File: src/common/i2cpx_pkg.sv
package i2cpx_pkg;
  // ****************************************
  // Bus and timing constants
  // ****************************************
  localparam int unsigned SYS_CLK_HZ = 10_000_000;
  localparam int unsigned BUS_MAX_HZ = 400_000;
  localparam int unsigned BUS_MIN_PERIOD_CYC = SYS_CLK_HZ / BUS_MAX_HZ;
  // Settle time after an open-drain write: two sync stages plus margin
  localparam logic [2:0] WR_GUARD_CYC = 3'h4;
  localparam logic [3:0] BITS_PER_BYTE = 4'h8;
  // ****************************************
  // Address layout
  // ****************************************
  localparam int unsigned ADDR_PREFIX_MSB = 7;
  localparam int unsigned ADDR_PREFIX_LSB = 5;
  localparam logic [2:0] PUSH_PULL_PREFIX = 3'h5;
  localparam logic [2:0] OPEN_DRAIN_PREFIX = 3'h6;
  localparam logic [7:0] BYTE_ZERO = 8'h00;
  localparam logic [3:0] CNT_ZERO = 4'h0;
  localparam logic [2:0] GUARD_ZERO = 3'h0;
  // ****************************************
  // Serial engine states
  // ****************************************
  typedef enum logic [6:0] {
    ST_IDLE = 7'h01,
    ST_ADDR = 7'h02,
    ST_ADDR_ACK = 7'h04,
    ST_WRITE = 7'h08,
    ST_WR_ACK = 7'h10,
    ST_READ = 7'h20,
    ST_RD_ACK = 7'h40
  } i2cpx_state_e;
endpackage

File: src/design/i2cpx_top.sv
`timescale 1ns/100ps
module i2cpx_top
  import i2cpx_pkg::*;
(
  input wire logic SYS_CLK_IN,
  input wire logic RST_N_IN,
  input wire logic BUS_CLEAR_N_IN,
  input wire logic SCL_IN,
  input wire logic SDA_IN,
  output logic SDA_OUT,
  output logic SDA_OE_OUT,
  input wire logic [1:0] ADDR_SELECT_LOW_IN,
  input wire logic [1:0] ADDR_SELECT_HIGH_IN,
  input wire logic [7:0] PUSH_PULL_DEFAULT_IN,
  input wire logic [7:0] OPEN_DRAIN_DEFAULT_IN,
  output logic [7:0] PUSH_PULL_OUT,
  input wire logic [7:0] OPEN_DRAIN_IO_IN,
  output logic [7:0] OPEN_DRAIN_IO_OUT,
  output logic [7:0] OPEN_DRAIN_IO_OE_OUT,
  output logic CHANGE_ALERT_OUT,
  output logic CHANGE_ALERT_OE_OUT
);

  // ****************************************
  // Input synchronisers
  // ****************************************
  // Pins share one two-stage chain; stage one feeds stage two only
  localparam int unsigned SYNC_W = 31;
  logic [SYNC_W-1:0] sync1_reg;
  logic [SYNC_W-1:0] sync2_reg;
  logic scl_s, sda_s, bus_clr_n_s;
  logic [3:0] addr_low_s;
  logic [7:0] pp_def_s, od_def_s, od_pin_s;
  logic scl_d_reg, sda_d_reg;

  always_ff @(posedge SYS_CLK_IN) begin
    sync1_reg <= {SCL_IN, SDA_IN, BUS_CLEAR_N_IN, ADDR_SELECT_HIGH_IN, ADDR_SELECT_LOW_IN,
                  PUSH_PULL_DEFAULT_IN, OPEN_DRAIN_DEFAULT_IN, OPEN_DRAIN_IO_IN};
    sync2_reg <= sync1_reg;
  end

  assign {scl_s, sda_s, bus_clr_n_s, addr_low_s, pp_def_s, od_def_s, od_pin_s} = sync2_reg;

  always_ff @(posedge SYS_CLK_IN) begin
    if (!RST_N_IN) begin
      scl_d_reg <= 1'b1;
      sda_d_reg <= 1'b1;
    end else begin
      scl_d_reg <= scl_s;
      sda_d_reg <= sda_s;
    end
  end

  // Edges are taken at 25 system clocks per bus bit at the top rate
  logic scl_rise, scl_fall, start_cond, stop_cond;
  assign scl_rise = scl_s && !scl_d_reg;
  assign scl_fall = !scl_s && scl_d_reg;
  assign start_cond = scl_s && scl_d_reg && sda_d_reg && !sda_s;
  assign stop_cond = scl_s && scl_d_reg && !sda_d_reg && sda_s;

  // ****************************************
  // Serial engine
  // ****************************************
  i2cpx_state_e state_reg;
  logic [7:0] shift_reg;
  logic [3:0] cnt_reg;
  logic bank_od_reg;
  logic sda_oe_reg;
  logic addr_hit_pp, addr_hit_od, byte_done;
  logic access_pulse, pp_wr_pulse, od_wr_pulse;
  logic [7:0] read_src;

  assign byte_done = scl_fall && (cnt_reg == BITS_PER_BYTE);
  assign addr_hit_pp = shift_reg[7:1] == {PUSH_PULL_PREFIX, addr_low_s};
  assign addr_hit_od = shift_reg[7:1] == {OPEN_DRAIN_PREFIX, addr_low_s};
  assign access_pulse = (state_reg == ST_ADDR) && byte_done && (addr_hit_pp || addr_hit_od) && bus_clr_n_s;
  assign pp_wr_pulse = (state_reg == ST_WRITE) && byte_done && !bank_od_reg && bus_clr_n_s;
  assign od_wr_pulse = (state_reg == ST_WRITE) && byte_done && bank_od_reg && bus_clr_n_s;

  logic [7:0] pp_reg, od_reg;
  // Open-drain bank reads the pins, so a port held low externally reads low
  assign read_src = bank_od_reg ? od_pin_s : pp_reg;

  always_ff @(posedge SYS_CLK_IN) begin
    if (!RST_N_IN || !bus_clr_n_s) begin
      state_reg <= ST_IDLE;
      shift_reg <= BYTE_ZERO;
      cnt_reg <= CNT_ZERO;
      bank_od_reg <= 1'b0;
      sda_oe_reg <= 1'b0;
    end else if (stop_cond) begin
      state_reg <= ST_IDLE;
      sda_oe_reg <= 1'b0;
    end else if (start_cond) begin
      state_reg <= ST_ADDR;
      cnt_reg <= CNT_ZERO;
      sda_oe_reg <= 1'b0;
    end else begin
      unique case (state_reg)
        ST_IDLE: begin
          sda_oe_reg <= 1'b0;
        end
        ST_ADDR: begin
          if (scl_rise) begin
            shift_reg <= {shift_reg[6:0], sda_s};
            cnt_reg <= cnt_reg + 4'h1;
          end else if (byte_done) begin
            if (addr_hit_pp || addr_hit_od) begin
              state_reg <= ST_ADDR_ACK;
              bank_od_reg <= addr_hit_od;
              sda_oe_reg <= 1'b1;
            end else begin
              state_reg <= ST_IDLE;
            end
          end
        end
        ST_ADDR_ACK: begin
          if (scl_fall) begin
            cnt_reg <= CNT_ZERO;
            if (shift_reg[0]) begin
              state_reg <= ST_READ;
              shift_reg <= read_src;
              sda_oe_reg <= !read_src[7];
            end else begin
              state_reg <= ST_WRITE;
              sda_oe_reg <= 1'b0;
            end
          end
        end
        ST_WRITE: begin
          if (scl_rise) begin
            shift_reg <= {shift_reg[6:0], sda_s};
            cnt_reg <= cnt_reg + 4'h1;
          end else if (byte_done) begin
            state_reg <= ST_WR_ACK;
            sda_oe_reg <= 1'b1;
          end
        end
        ST_WR_ACK: begin
          if (scl_fall) begin
            state_reg <= ST_WRITE;
            cnt_reg <= CNT_ZERO;
            sda_oe_reg <= 1'b0;
          end
        end
        ST_READ: begin
          if (scl_rise) begin
            cnt_reg <= cnt_reg + 4'h1;
          end else if (byte_done) begin
            state_reg <= ST_RD_ACK;
            sda_oe_reg <= 1'b0;
          end else if (scl_fall) begin
            shift_reg <= {shift_reg[6:0], 1'b0};
            sda_oe_reg <= !shift_reg[6];
          end
        end
        ST_RD_ACK: begin
          if (scl_rise && sda_s) begin
            state_reg <= ST_IDLE;
          end else if (scl_fall) begin
            state_reg <= ST_READ;
            cnt_reg <= CNT_ZERO;
            shift_reg <= read_src;
            sda_oe_reg <= !read_src[7];
          end
        end
      endcase
    end
  end

  assign SDA_OUT = 1'b0;
  assign SDA_OE_OUT = sda_oe_reg;

  // ****************************************
  // Port latches
  // ****************************************
  // Reset loads the strapped defaults; the bus-clear input leaves them alone
  always_ff @(posedge SYS_CLK_IN) begin
    if (!RST_N_IN) begin
      pp_reg <= pp_def_s;
    end else if (pp_wr_pulse) begin
      pp_reg <= shift_reg;
    end
  end

  always_ff @(posedge SYS_CLK_IN) begin
    if (!RST_N_IN) begin
      od_reg <= od_def_s;
    end else if (od_wr_pulse) begin
      od_reg <= shift_reg;
    end
  end

  assign PUSH_PULL_OUT = pp_reg;
  assign OPEN_DRAIN_IO_OUT = BYTE_ZERO;
  // A written one releases the pin and makes it usable as an input
  assign OPEN_DRAIN_IO_OE_OUT = ~od_reg;

  // ****************************************
  // Transition detection
  // ****************************************
  // Masks changes for a few cycles after an open-drain write or a reset while the pins settle
  logic [2:0] guard_reg;
  logic [7:0] od_prev_reg, flag_reg;
  logic alert_reg;

  always_ff @(posedge SYS_CLK_IN) begin
    if (!RST_N_IN) begin
      guard_reg <= WR_GUARD_CYC;
    end else if (od_wr_pulse) begin
      guard_reg <= WR_GUARD_CYC;
    end else if (guard_reg != GUARD_ZERO) begin
      guard_reg <= guard_reg - 3'h1;
    end
  end

  always_ff @(posedge SYS_CLK_IN) begin
    if (!RST_N_IN) begin
      od_prev_reg <= od_pin_s; // Tracks the pins so release brings no false edge
    end else begin
      od_prev_reg <= od_pin_s;
    end
  end

  genvar gi;
  generate
    for (gi = 0; gi < 8; gi++) begin : g_flag
      logic chg;
      // Ports driven low never flag; set wins over a same-cycle clear
      assign chg = (od_pin_s[gi] != od_prev_reg[gi]) && od_reg[gi] && !od_wr_pulse &&
                   (guard_reg == GUARD_ZERO);
      always_ff @(posedge SYS_CLK_IN) begin
        if (!RST_N_IN) begin
          flag_reg[gi] <= 1'b0;
        end else if (chg) begin
          flag_reg[gi] <= 1'b1;
        end else if (access_pulse) begin
          flag_reg[gi] <= 1'b0;
        end
      end
    end
  endgenerate

  always_ff @(posedge SYS_CLK_IN) begin
    if (!RST_N_IN) begin
      alert_reg <= 1'b0;
    end else begin
      alert_reg <= |flag_reg;
    end
  end

  assign CHANGE_ALERT_OUT = 1'b0;
  assign CHANGE_ALERT_OE_OUT = alert_reg;
endmodule

File: config.mk
export PLATFORM = sky130hd
export DESIGN_NAME = i2cpx_top
export DESIGN_NICKNAME = d
export VERILOG_FILES = /design/src/common/i2cpx_pkg.sv /design/src/design/i2cpx_top.sv
export SDC_FILE = /design/constraint.sdc
export NUM_CORES = 1
export LEC_CHECK = 0
export BUFFER_PORTS_ARGS = -buffer_cell sky130_fd_sc_hd__buf_2
export CORE_MARGIN = 10
export CORE_UTILIZATION = 57
export DETAILED_ROUTE_END_ITERATION = 12
export PLACE_DENSITY = 0.77
export SYNTH_ARGS = -nofsm -noshare
export SYNTH_HDL_FRONTEND = slang
export SYNTH_SLANG_ARGS = --single-unit
File: constraint.sdc
create_clock -name SYS_CLK_IN -period 2.5 [get_ports SYS_CLK_IN]
set_input_delay 0.5 -clock SYS_CLK_IN [delete_from_list [all_inputs] [get_ports SYS_CLK_IN]]
set_output_delay 0.5 -clock SYS_CLK_IN [all_outputs]
set_load 0.05 [all_outputs]
### After elaboration in Yosys (flattened, before gate mapping)

Index checks and enable logic that the tools add are counted.

* flip-flop bits (word level): 121
* logic and storage cells: 216

* add/sub/neg operators: 2
* equality and inequality tests: 48
* multiplexer cells: 56
* bitwise operators: 5
* reductions and logical operators: 81

Operator list (number)
* 8-bit two-way mux: 13
* 7-bit two-way mux: 10
* 7-bit case mux with 6 select lines: 1
* 1-bit logical AND: 41
* 3-bit != test, second input constant: 11
* 8-bit case mux with 4 select lines: 1
* 10-bit AND reduction: 3
* 2-bit != test, second input constant: 13
* 1-bit two-way mux: 22
* 11-bit AND reduction: 2
* 4-bit two-way mux: 4
* 2-bit nonzero test: 8
* 7-bit equality test: 2
* 4-bit case mux with 3 select lines: 1
* 1-bit logical NOT: 10
* 1-bit != test: 8
* 2-bit by 1-bit != test with 1-bit output, second input constant: 4
* 8-bit NOT: 1
* 4-bit nonzero test: 2
* 2-bit OR reduction: 4
* 8-bit OR reduction: 1
* 7-bit by 1-bit equality test with 1-bit output, second input constant: 1
* 7-bit by 2-bit equality test with 1-bit output, second input constant: 1
* 7-bit by 3-bit equality test with 1-bit output, second input constant: 1
* 22 further kinds: 27

### Depth between registers and ports, before layout

Gate-level depths: netlist of the first run.

* depth after elaboration: 10
* depth in mapped cells: 8
* gate-level depth less buffers: 7

### Worst setup path after synthesis of the first run

OpenSTA, ideal clock, no wires.

* path kind: register to register
* start point: reg cnt_reg[0]
* end point: reg pp_reg[0], in the netlist PUSH_PULL_OUT[0], enable pin
* library setup time: 0.384 ns
* arrival time: 1.709 ns
* setup slack: 0.407 ns
* cell stages (with the launch flop): 8
* buffers on the path: 1
* period minus slack after synthesis: 2.093 ns
* cells stage by stage: dfxtp_1 > inv_1 > ha_1 > and3b_1 > and2_1 > clkbuf_1 > nand3_1 > o21ai_0

* cells in the longest elaborated chain, start to end: 6

RTL lines
* from (decl): RTL line i2cpx_top.sv:66 `logic [3:0] cnt_reg;`
* from (signal assigned): RTL line i2cpx_top.sv:106 `cnt_reg <= cnt_reg + 4'h1;`
* from (signal assigned): RTL line i2cpx_top.sv:133 `cnt_reg <= cnt_reg + 4'h1;`
* from (signal assigned): RTL line i2cpx_top.sv:148 `cnt_reg <= cnt_reg + 4'h1;`
* 4-bit equality test: RTL line i2cpx_top.sv:73 `assign byte_done = scl_fall && (cnt_reg == BITS_PER_BYTE);`
* 1-bit logical AND: RTL line i2cpx_top.sv:73
* 1-bit logical AND (3 in series): RTL line i2cpx_top.sv:77 `assign pp_wr_pulse = (state_reg == ST_WRITE) && byte_done && !bank_od_reg && bus_clr_n_s;`
* 2-bit by 1-bit != test with 1-bit output (no line)
* to (signal assigned): RTL line i2cpx_top.sv:180 `pp_reg <= pp_def_s;`
* to (signal assigned): RTL line i2cpx_top.sv:182 `pp_reg <= shift_reg;`
* to (decl): RTL line i2cpx_top.sv:80 `logic [7:0] pp_reg, od_reg;`

No other way between the ends.
A chain may end at the register's enable or synchronous reset.

### Worst setup path after layout of the first run

* start point: reg cnt_reg[0]
* end point: reg flag_reg[0]

* cells in the longest elaborated chain, start to end: 9
* elaborated cells on any way between the ends: 13

RTL lines
* 4-bit equality test (*): RTL line i2cpx_top.sv:73
* 1-bit logical AND (*): RTL line i2cpx_top.sv:73
* 1-bit logical AND (3 in series): RTL line i2cpx_top.sv:78 `assign od_wr_pulse = (state_reg == ST_WRITE) && byte_done && bank_od_reg && bus_clr_n_s;`
* 1-bit logical NOT: RTL line i2cpx_top.sv:230 `assign chg = (od_pin_s[gi] != od_prev_reg[gi]) && od_reg[gi] && !od_wr_pulse &&`
* 1-bit logical AND (2 in series): RTL line i2cpx_top.sv:230
* 1-bit two-way mux / 2-bit nonzero test (equally long branches)
* to (signal, indexed assignment): RTL line i2cpx_top.sv:234 `flag_reg[gi] <= 1'b0;`
* to (signal, indexed assignment): RTL line i2cpx_top.sv:236 `flag_reg[gi] <= 1'b1;`
* to (signal, indexed assignment): RTL line i2cpx_top.sv:238 `flag_reg[gi] <= 1'b0;`
* to (decl): RTL line i2cpx_top.sv:204 `logic [7:0] od_prev_reg, flag_reg;`

Mark *: on every way between the ends. The rest lies on a longest branch, timed or not.

==> metrics.txt, run 1 <==
post-synthesis cell type count 61; clock root cell clkbuf_8; share of cells above drive strength 1 0.2058; Synth Cell Area 4596 um2; critical path capture point type register; Setup crit start kind register; post-synthesis sequential area ratio 0.5619; Top delay family on crit path simple AND/OR/NAND/NOR gates; Die H 109.8 um; post-synthesis average cell area 10.44 um2; Synth async-reset ratio 0; Post-Route WL 10,950 um; setup_tns 0 ns; peak supply drop 0.5465 mV; DRC 0; Pwr per Cell Area 866.6 nW/um2; core area 7767 um2; Final ANT Viol Nets 0; flops & latches, synth 121; CP bufs+invs 1; Place WS 0.3240 ns; Final Max Slew Viols 0; largest stage delay on the critical path 0.42 ns; clock latency on the worst-skew pair 0.51 ns; vias in the first global route 3,402; Synth Flop Type dfxtp_1; post-CTS setup buffers 0; Worst Tran Pin Value 0.8710 ns; Chip Width 109.8 um; clk sink count 121; Pre-antenna DRT Iters 5; WS Path Type reg2reg; Post-Syn Instances 440; min setup slack post-route 0.2581 ns; Reg clk slew, reported paths 0.07 ns; Hold WC Path Type in2reg; CP max stage cell a41o_1; Critical Path AT 2.68 ns; final hold violation count 0; number of vias per cell 5.619; # Max-Cap Violations 0; clock tree buffer depth 2; utilization after layout 0.7089; initial antenna violation count 0; GRT Resource Usage Total 0.1864; crit path cell chain inv_1 > ha_1 > and3b_1 > and2_1 > a41o_1 > nor2_2 > a32o_1; initial DRC count 193; commonest non-fill, non-tap cell in the layout dfxtp_1; final cycle utilization of the critical path 0.8968; first-pass GRT wire length 17,360 um; YS warnings 0; Leak Pwr 2.302 nW; Initial Util 0.5917; PortBufs 50; grt ovf 0; CTS Hold Bufs 0; WL/cell 17.74 um; Fmax 446.0 MHz; RSZ-0062 raised after global routing false; P&R area growth vs syn 19.82%; commonest non-fill, non-tap cells in the layout dfxtp_1, buf_2, o21ai_0; Post-synth EDFFs 16; I/O Pins 61; Detailed Place HPWL 7695 um; CP Data Required Time 2.94 ns; worst relative slew slack 0.4117; # nets final 539; Diodes inserted 0; FP Rows 32; Total Die Area 12,050 um2; # resized after CTS 0; Setup Viol. Count Final 0; skew final 0.01393 ns; status complete, no violations; CTS buffer count 17; RePlAce Congestion 0.9151; Crit Path Max Fanout 8; vias 3,467; H-tree Lvls 4; CTS tree yes; Final min period 2.242 ns; largest net degree at the start of global routing 26
## power breakdown
part,internal [mW],switching [mW],total (mW)
combinational,0.119,0.238,0.356
clock,1.28,0.992,2.27
sequential,2.09,0.0608,2.15
total,3.48,1.29,4.77
## cells by family after synthesis
kind of cell             share of synthesized area
AND/OR/NAND/NOR                             0.1454
other                                    0.0008160
AO/OA/AOI/OAI                               0.1446
XOR/XNOR                                   0.03430
flip-flops                                  0.5619
multiplexers                               0.03948
buffers and inverters                      0.06262
adder cells (fa/ha/maj)                    0.01089
## path summary, 6_finish.rpt
check                                              start       endpoint  slack, ns  cells after the start
worst min register to register             sync1_reg[14]  sync2_reg[14]       0.32                      0
worst max register to register                cnt_reg[0]    flag_reg[0]       0.26                      7
worst max-delay path                          cnt_reg[0]    flag_reg[0]       0.26                      7
worst min-delay path            OPEN_DRAIN_DEFAULT_IN[7]  sync1_reg[15]       0.08                      1
## cell type report
| class | count | area, um2 |
|---|---|---|
| clock buffer | 17 | 414.1 |
| clock inverter | 15 | 151.4 |
| fill | 556 | 2261 |
| inverter | 35 | 131.4 |
| multi-input combinational | 265 | 1759 |
| sequential | 121 | 2582 |
| tap | 102 | 127.6 |
| timing repair buffer | 62 | 340.3 |
## synth_stat cells (3+ instances only)
cell type | n | share of area
nand2_1 | 29 | 0.024
nor4_1 | 3 | 0.0041
nor2b_1 | 6 | 0.0082
o21ai_0 | 38 | 0.041
nand3_1 | 18 | 0.020
a32o_1 | 8 | 0.017
buf_2 | 8 | 0.0087
dfxtp_1 | 105 | 0.46
mux2i_1 | 17 | 0.037
nand4_1 | 4 | 0.0054
ha_1 | 4 | 0.011
a21oi_1 | 17 | 0.019
inv_1 | 35 | 0.029
o2111ai_1 | 3 | 0.0057
nor3_1 | 4 | 0.0044
clkbuf_1 | 9 | 0.0074
and2_1 | 9 | 0.012
xor2_1 | 13 | 0.025
o211ai_1 | 3 | 0.0049
xnor2_1 | 5 | 0.0095
nor2_1 | 17 | 0.014
a32oi_1 | 3 | 0.0057
and3_1 | 4 | 0.0054
nand2b_1 | 5 | 0.0068
buf_4 | 11 | 0.018
edfxtp_1 | 16 | 0.10
a211o_1 | 3 | 0.0057
## routing by layer
metal / part of all wire / GRT usage
met5: 0 / 0
met4: 0.025 / 0.08086
met2: 0.46 / 0.2964
met1: 0.44 / 0.2284
met3: 0.080 / 0.05793
## per-stage QoR
step	hold slack, ns	power (mW)	instances	instance area [um2]
finish	0.08281	4.772	617	5507
CTS	0.06391	4.822	617	5507
global placement	0.3102	2.521	585	4941
global route	0.07274	4.941	617	5507
detailed placement	0.3121	2.538	585	4941
floorplan	0.3096	2.443	449	4629
Power figures use the tool's default switching activity.
==> run 2, diff against run 1 <==
Settings changed: CAP_MARGIN from default to 40.
Clock period 2.5 ns to 2.55 ns, I/O delays scaled along.
==> run 2 against run 1 <==
First-iteration DRC count down 0.52%. Utilization down 0.19 points. Worst hold slack better by 0.011 ns. Cell count down 0.32%. Sequential share of layout area up 0.13 points. Via count up 0.92%. Fmax down 4.0%. Flip-flop and latch count unchanged. Register-to-register slack worse by 0.04 ns. Combinational power down 2%. Largest cell class unchanged. Largest power group unchanged. Highest routed layer unchanged.
==> metrics.txt, run 2 (synthesized netlist as in run 1, its figures left out) <==
reg2reg start state_reg[3]; Final Max Slew Viols 0; H-tree Lvls 4; peak supply drop 0.8962 mV; skew final 0.01409 ns; min setup slack post-route 0.2143 ns; grt ovf 0; P&R area growth vs syn 19.49%; Reg clk slew, reported paths 0.06 ns; commonest non-fill, non-tap cell in the layout dfxtp_1; DRC 0; I/O Pins 61; initial antenna violation count 0; Hold WC Path Type in2reg; Worst Tran Pin Value 0.8885 ns; CTS buffer count 17; Leak Pwr 2.296 nW; final hold violation count 0; hold path start SCL_IN; Critical Path AT 2.73 ns; Setup Viol. Count Final 0; fillcell total 589; # nets final 537; clk sink count 121; GRT Resource Usage Total 0.1972; WS Path Type reg2reg; Net Switching 1.283 mW; number of vias per cell 5.689; # Max-Cap Violations 0; PortBufs 50; fin area 5492 um2; sequential power share 0.449; post-CTS setup buffers 0; clock latency on the worst-skew pair 0.51 ns; Crit Path Max Fanout 14; CTS Hold Bufs 0; largest net degree at the start of global routing 31; RSZ-0062 raised after global routing false; clock root cell clkbuf_8; Detailed Place HPWL 7855 um; Post-Route WL 11,450 um; Setup crit start kind register; Fmax 428.1 MHz; # resized after CTS 0; Die H 109.8 um; RePlAce Congestion 0.9547; Total Die Area 12,050 um2; core area 7767 um2; status complete, no violations; Int Power 3.412 mW; WL/cell 18.62 um; share of cells above drive strength 1 0.2027; critical path capture point type register; Place WS 0.3090 ns; cell area after placement 4926 um2; CP Data Required Time 2.94 ns; Final min period 2.336 ns; first-pass GRT wire length 18,150 um; initial DRC count 192; worst relative slew slack 0.3999; setup_tns 0 ns; CP startpoint state_reg[3]; Diodes inserted 0; utilization after layout 0.7070; Clk network pwr share 0.477; Pre-antenna DRT Iters 7; vias in the first global route 3,420; FP Rows 32; placed cell count 583; Final ANT Viol Nets 0; vias 3,499; Net Sw Frac 0.2732; Initial Util 0.5917; logic gate share of total power 0.074; non-filler instance count after layout 615; clock tree buffer depth 2; commonest non-fill, non-tap cells in the layout dfxtp_1, buf_2, o21ai_0; Pwr per Cell Area 854.9 nW/um2; CTS tree yes; final cycle utilization of the critical path 0.9160; Chip Width 109.8 um
run 2: per-layer routing:
layer | vias up | wire length (um) | track usage
li1 | 1653 | - | -
met3 | 14 | 841 | 0.05617
met1 | 1694 | 4715 | 0.2395
met2 | 138 | 5756 | 0.3247
met4 | 0 | 136 | 0.07435
met5 | - | 0 | 0
run 2: area by class of cell:
class                   instances  area, um2  share of cell area
inverters                      35      131.4             0.02392
multi-input cells             265       1759              0.3203
clock buffers                  17      414.1             0.07542
flip-flops and latches        121       2582              0.4703
clock inverters                15      151.4             0.02757
repair buffers                 60      325.3             0.05924
well taps                     102      127.6             0.02324
run 2: worst max-delay path, stage by stage, from the launching register on:
cell and delay (ns):
dfxtp_1 0.72, xor2_1 0.24, o211a_4 0.33, a21boi_1 0.48, nand2_1 0.14, a221o_1 0.31
run 2: per-stage QoR:
stage,total power [mW],hold slack [ns]
after detailed placement,2.490,0.3121
after global routing,4.857,0.06974
final,4.695,0.09410
after floorplan,2.395,0.3096
after global placement,2.469,0.3095
after CTS,4.738,0.07340
run 2: power by group through the flow:
stage               sequential [mW]  clock, mW  combinational [mW]
floorplan                      2.16          0               0.231
finish                         2.11       2.24               0.348
detailed placement             2.15          0               0.343
CTS                            2.11       2.28               0.351
global placement               2.14          0               0.328
global route                   2.12       2.36               0.383
run 2: final timing paths:
kind | endpoint | slack [ns] | cells past startpoint
max | state_reg[0] | 0.21 | 5
min | sync1_reg[30] | 0.09 | 1
max reg2reg | state_reg[0] | 0.21 | 5
min reg2reg | sync2_reg[15] | 0.32 | 0
==> run 3, diff against run 2 <==
Settings changed: GPL_TIMING_DRIVEN from default to 0.
==> run 3 against run 2 <==
Critical path depth grew 3. Setup slack got worse by 0.0036 ns. Non-clock buffer count is 20 higher. Clock skew fell by 0.0019 ns. Clock power barely moved. Worst hold slack lost 0.0013 ns. Fmax shrank 0.15%. Design area is 1.8% higher. First-iteration DRC count grew 9.4%. Largest power group unchanged. Highest routed layer unchanged.
==> metrics.txt, run 3 (synthesized netlist as in run 1, its figures left out) <==
Final min period 2.339 ns; multi-input logic area 1760 um2; Chip Width 109.8 um; utilization after layout 0.7194; worst relative slew slack 0.5513; status complete, no violations; RePlAce Congestion 0.9806; Final ANT Viol Nets 0; vias 3,576; vias in the first global route 3,601; clock latency on the worst-skew pair 0.51 ns; min setup slack post-route 0.2107 ns; Fmax 427.5 MHz; commonest non-fill, non-tap cells in the layout dfxtp_1, buf_2, o21ai_0; largest net degree at the start of global routing 17; fillcell total 570; RSZ-0062 raised after global routing false; Critical Path AT 2.75 ns; Reg clk slew, reported paths 0.07 ns; first-pass GRT wire length 18,210 um; Die H 109.8 um; Crit Path Max Fanout 7; Pre-antenna DRT Iters 5; DRC 0; final hold violation count 0; # nets final 557; Worst Tran Pin Value 0.6731 ns; placed cell count 602; Post-Route WL 11,500 um; final total power 4.718 mW; final cycle utilization of the critical path 0.9174; Diodes inserted 0; Leak Pwr 2.355 nW; GRT Resource Usage Total 0.1961; skew final 0.01220 ns; WL/cell 18.11 um; WHS 0.09279 ns; clock tree buffer depth 2; Pwr per Cell Area 844.4 nW/um2; clk sink count 121; H-tree Lvls 4; cell area after placement 5015 um2; PortBufs 50; WS Path Type reg2reg; peak supply drop 0.7693 mV; initial antenna violation count 0; I/O Pins 61; setup_tns 0 ns; Initial Util 0.5917; Detailed Place HPWL 8238 um; Final Max Slew Viols 0; CTS tree yes; FP Rows 32; initial DRC count 210; CTS buffer count 17; post-CTS setup buffers 0; share of cells above drive strength 1 0.2176; P&R area growth vs syn 21.59%; grt ovf 0; Place WS 0.1260 ns; number of vias per cell 5.631; Setup crit start kind register; Storage cell area 2582 um2; non-filler instance count after layout 635; commonest non-fill, non-tap cell in the layout dfxtp_1; critical path capture point type register; # Max-Cap Violations 0; fin area 5588 um2; clock root cell clkbuf_8; Hold WC Path Type in2reg; Total Die Area 12,050 um2; CP Data Required Time 2.96 ns; Setup Viol. Count Final 0; core area 7767 um2
==> run 3: changes by cell type in the layout (fill, tap and decap cells not counted) <==
cell / delta
clkbuf_1: +9
buf_4: +2
a41o_2: +1
o21ai_1: +1
inv_8: +1
o21ai_0: -1
buf_2: +9
clkinvlp_4: +1
inv_6: -2
a41o_1: -1
==> run 3: routing by layer <==
layer | up-vias | track usage | wire length, um
li1 | 1695 | - | -
met1 | 1709 | 0.2369 | 4823
met2 | 152 | 0.3213 | 5645
met3 | 20 | 0.05325 | 870
met4 | 0 | 0.08550 | 163
met5 | - | 0 | 0
==> run 3: layout make-up <==
cell class	count	share of cell area
Sequential cell	121	0.4622
Buffer	28	0.02799
Clock buffer	17	0.07412
Inverter	35	0.02351
Clock inverter	15	0.02732
Tap cell	102	0.02284
Timing Repair Buffer	52	0.04702
Multi-Input combinational cell	265	0.3150
==> run 3: worst paths after layout <==
| path | from | end | slack [ns] | depth (start not counted) |
|---|---|---|---|---|
| worst max-delay path | cnt_reg[0] | state_reg[0] | 0.21 | 8 |
| worst min-delay path | SCL_IN | sync1_reg[30] | 0.09 | 1 |
| worst max register to register | cnt_reg[0] | state_reg[0] | 0.21 | 8 |
| worst min register to register | sync1_reg[14] | sync2_reg[14] | 0.32 | 0 |
==> run 3: report_power, final <==
part / total [mW] / switching [mW] / internal, mW
Clock: 2.24 / 0.994 / 1.25
Combinational: 0.373 / 0.245 / 0.128
Sequential: 2.10 / 0.0546 / 2.05
==> run 3: repair_timing <==
item,in CTS,in global routing
hold buffers,0,0
gates resized for setup,0,2
setup endpoints to repair,0,13
==> run 3: worst max-delay path, stage by stage (launching register included) <==
cell	delay (ns)
dfxtp_1	0.41
inv_1	0.07
ha_1	0.19
and3b_1	0.20
and2_1	0.16
clkbuf_1	0.19
a21boi_1	0.52
nand2_1	0.17
a221o_1	0.32
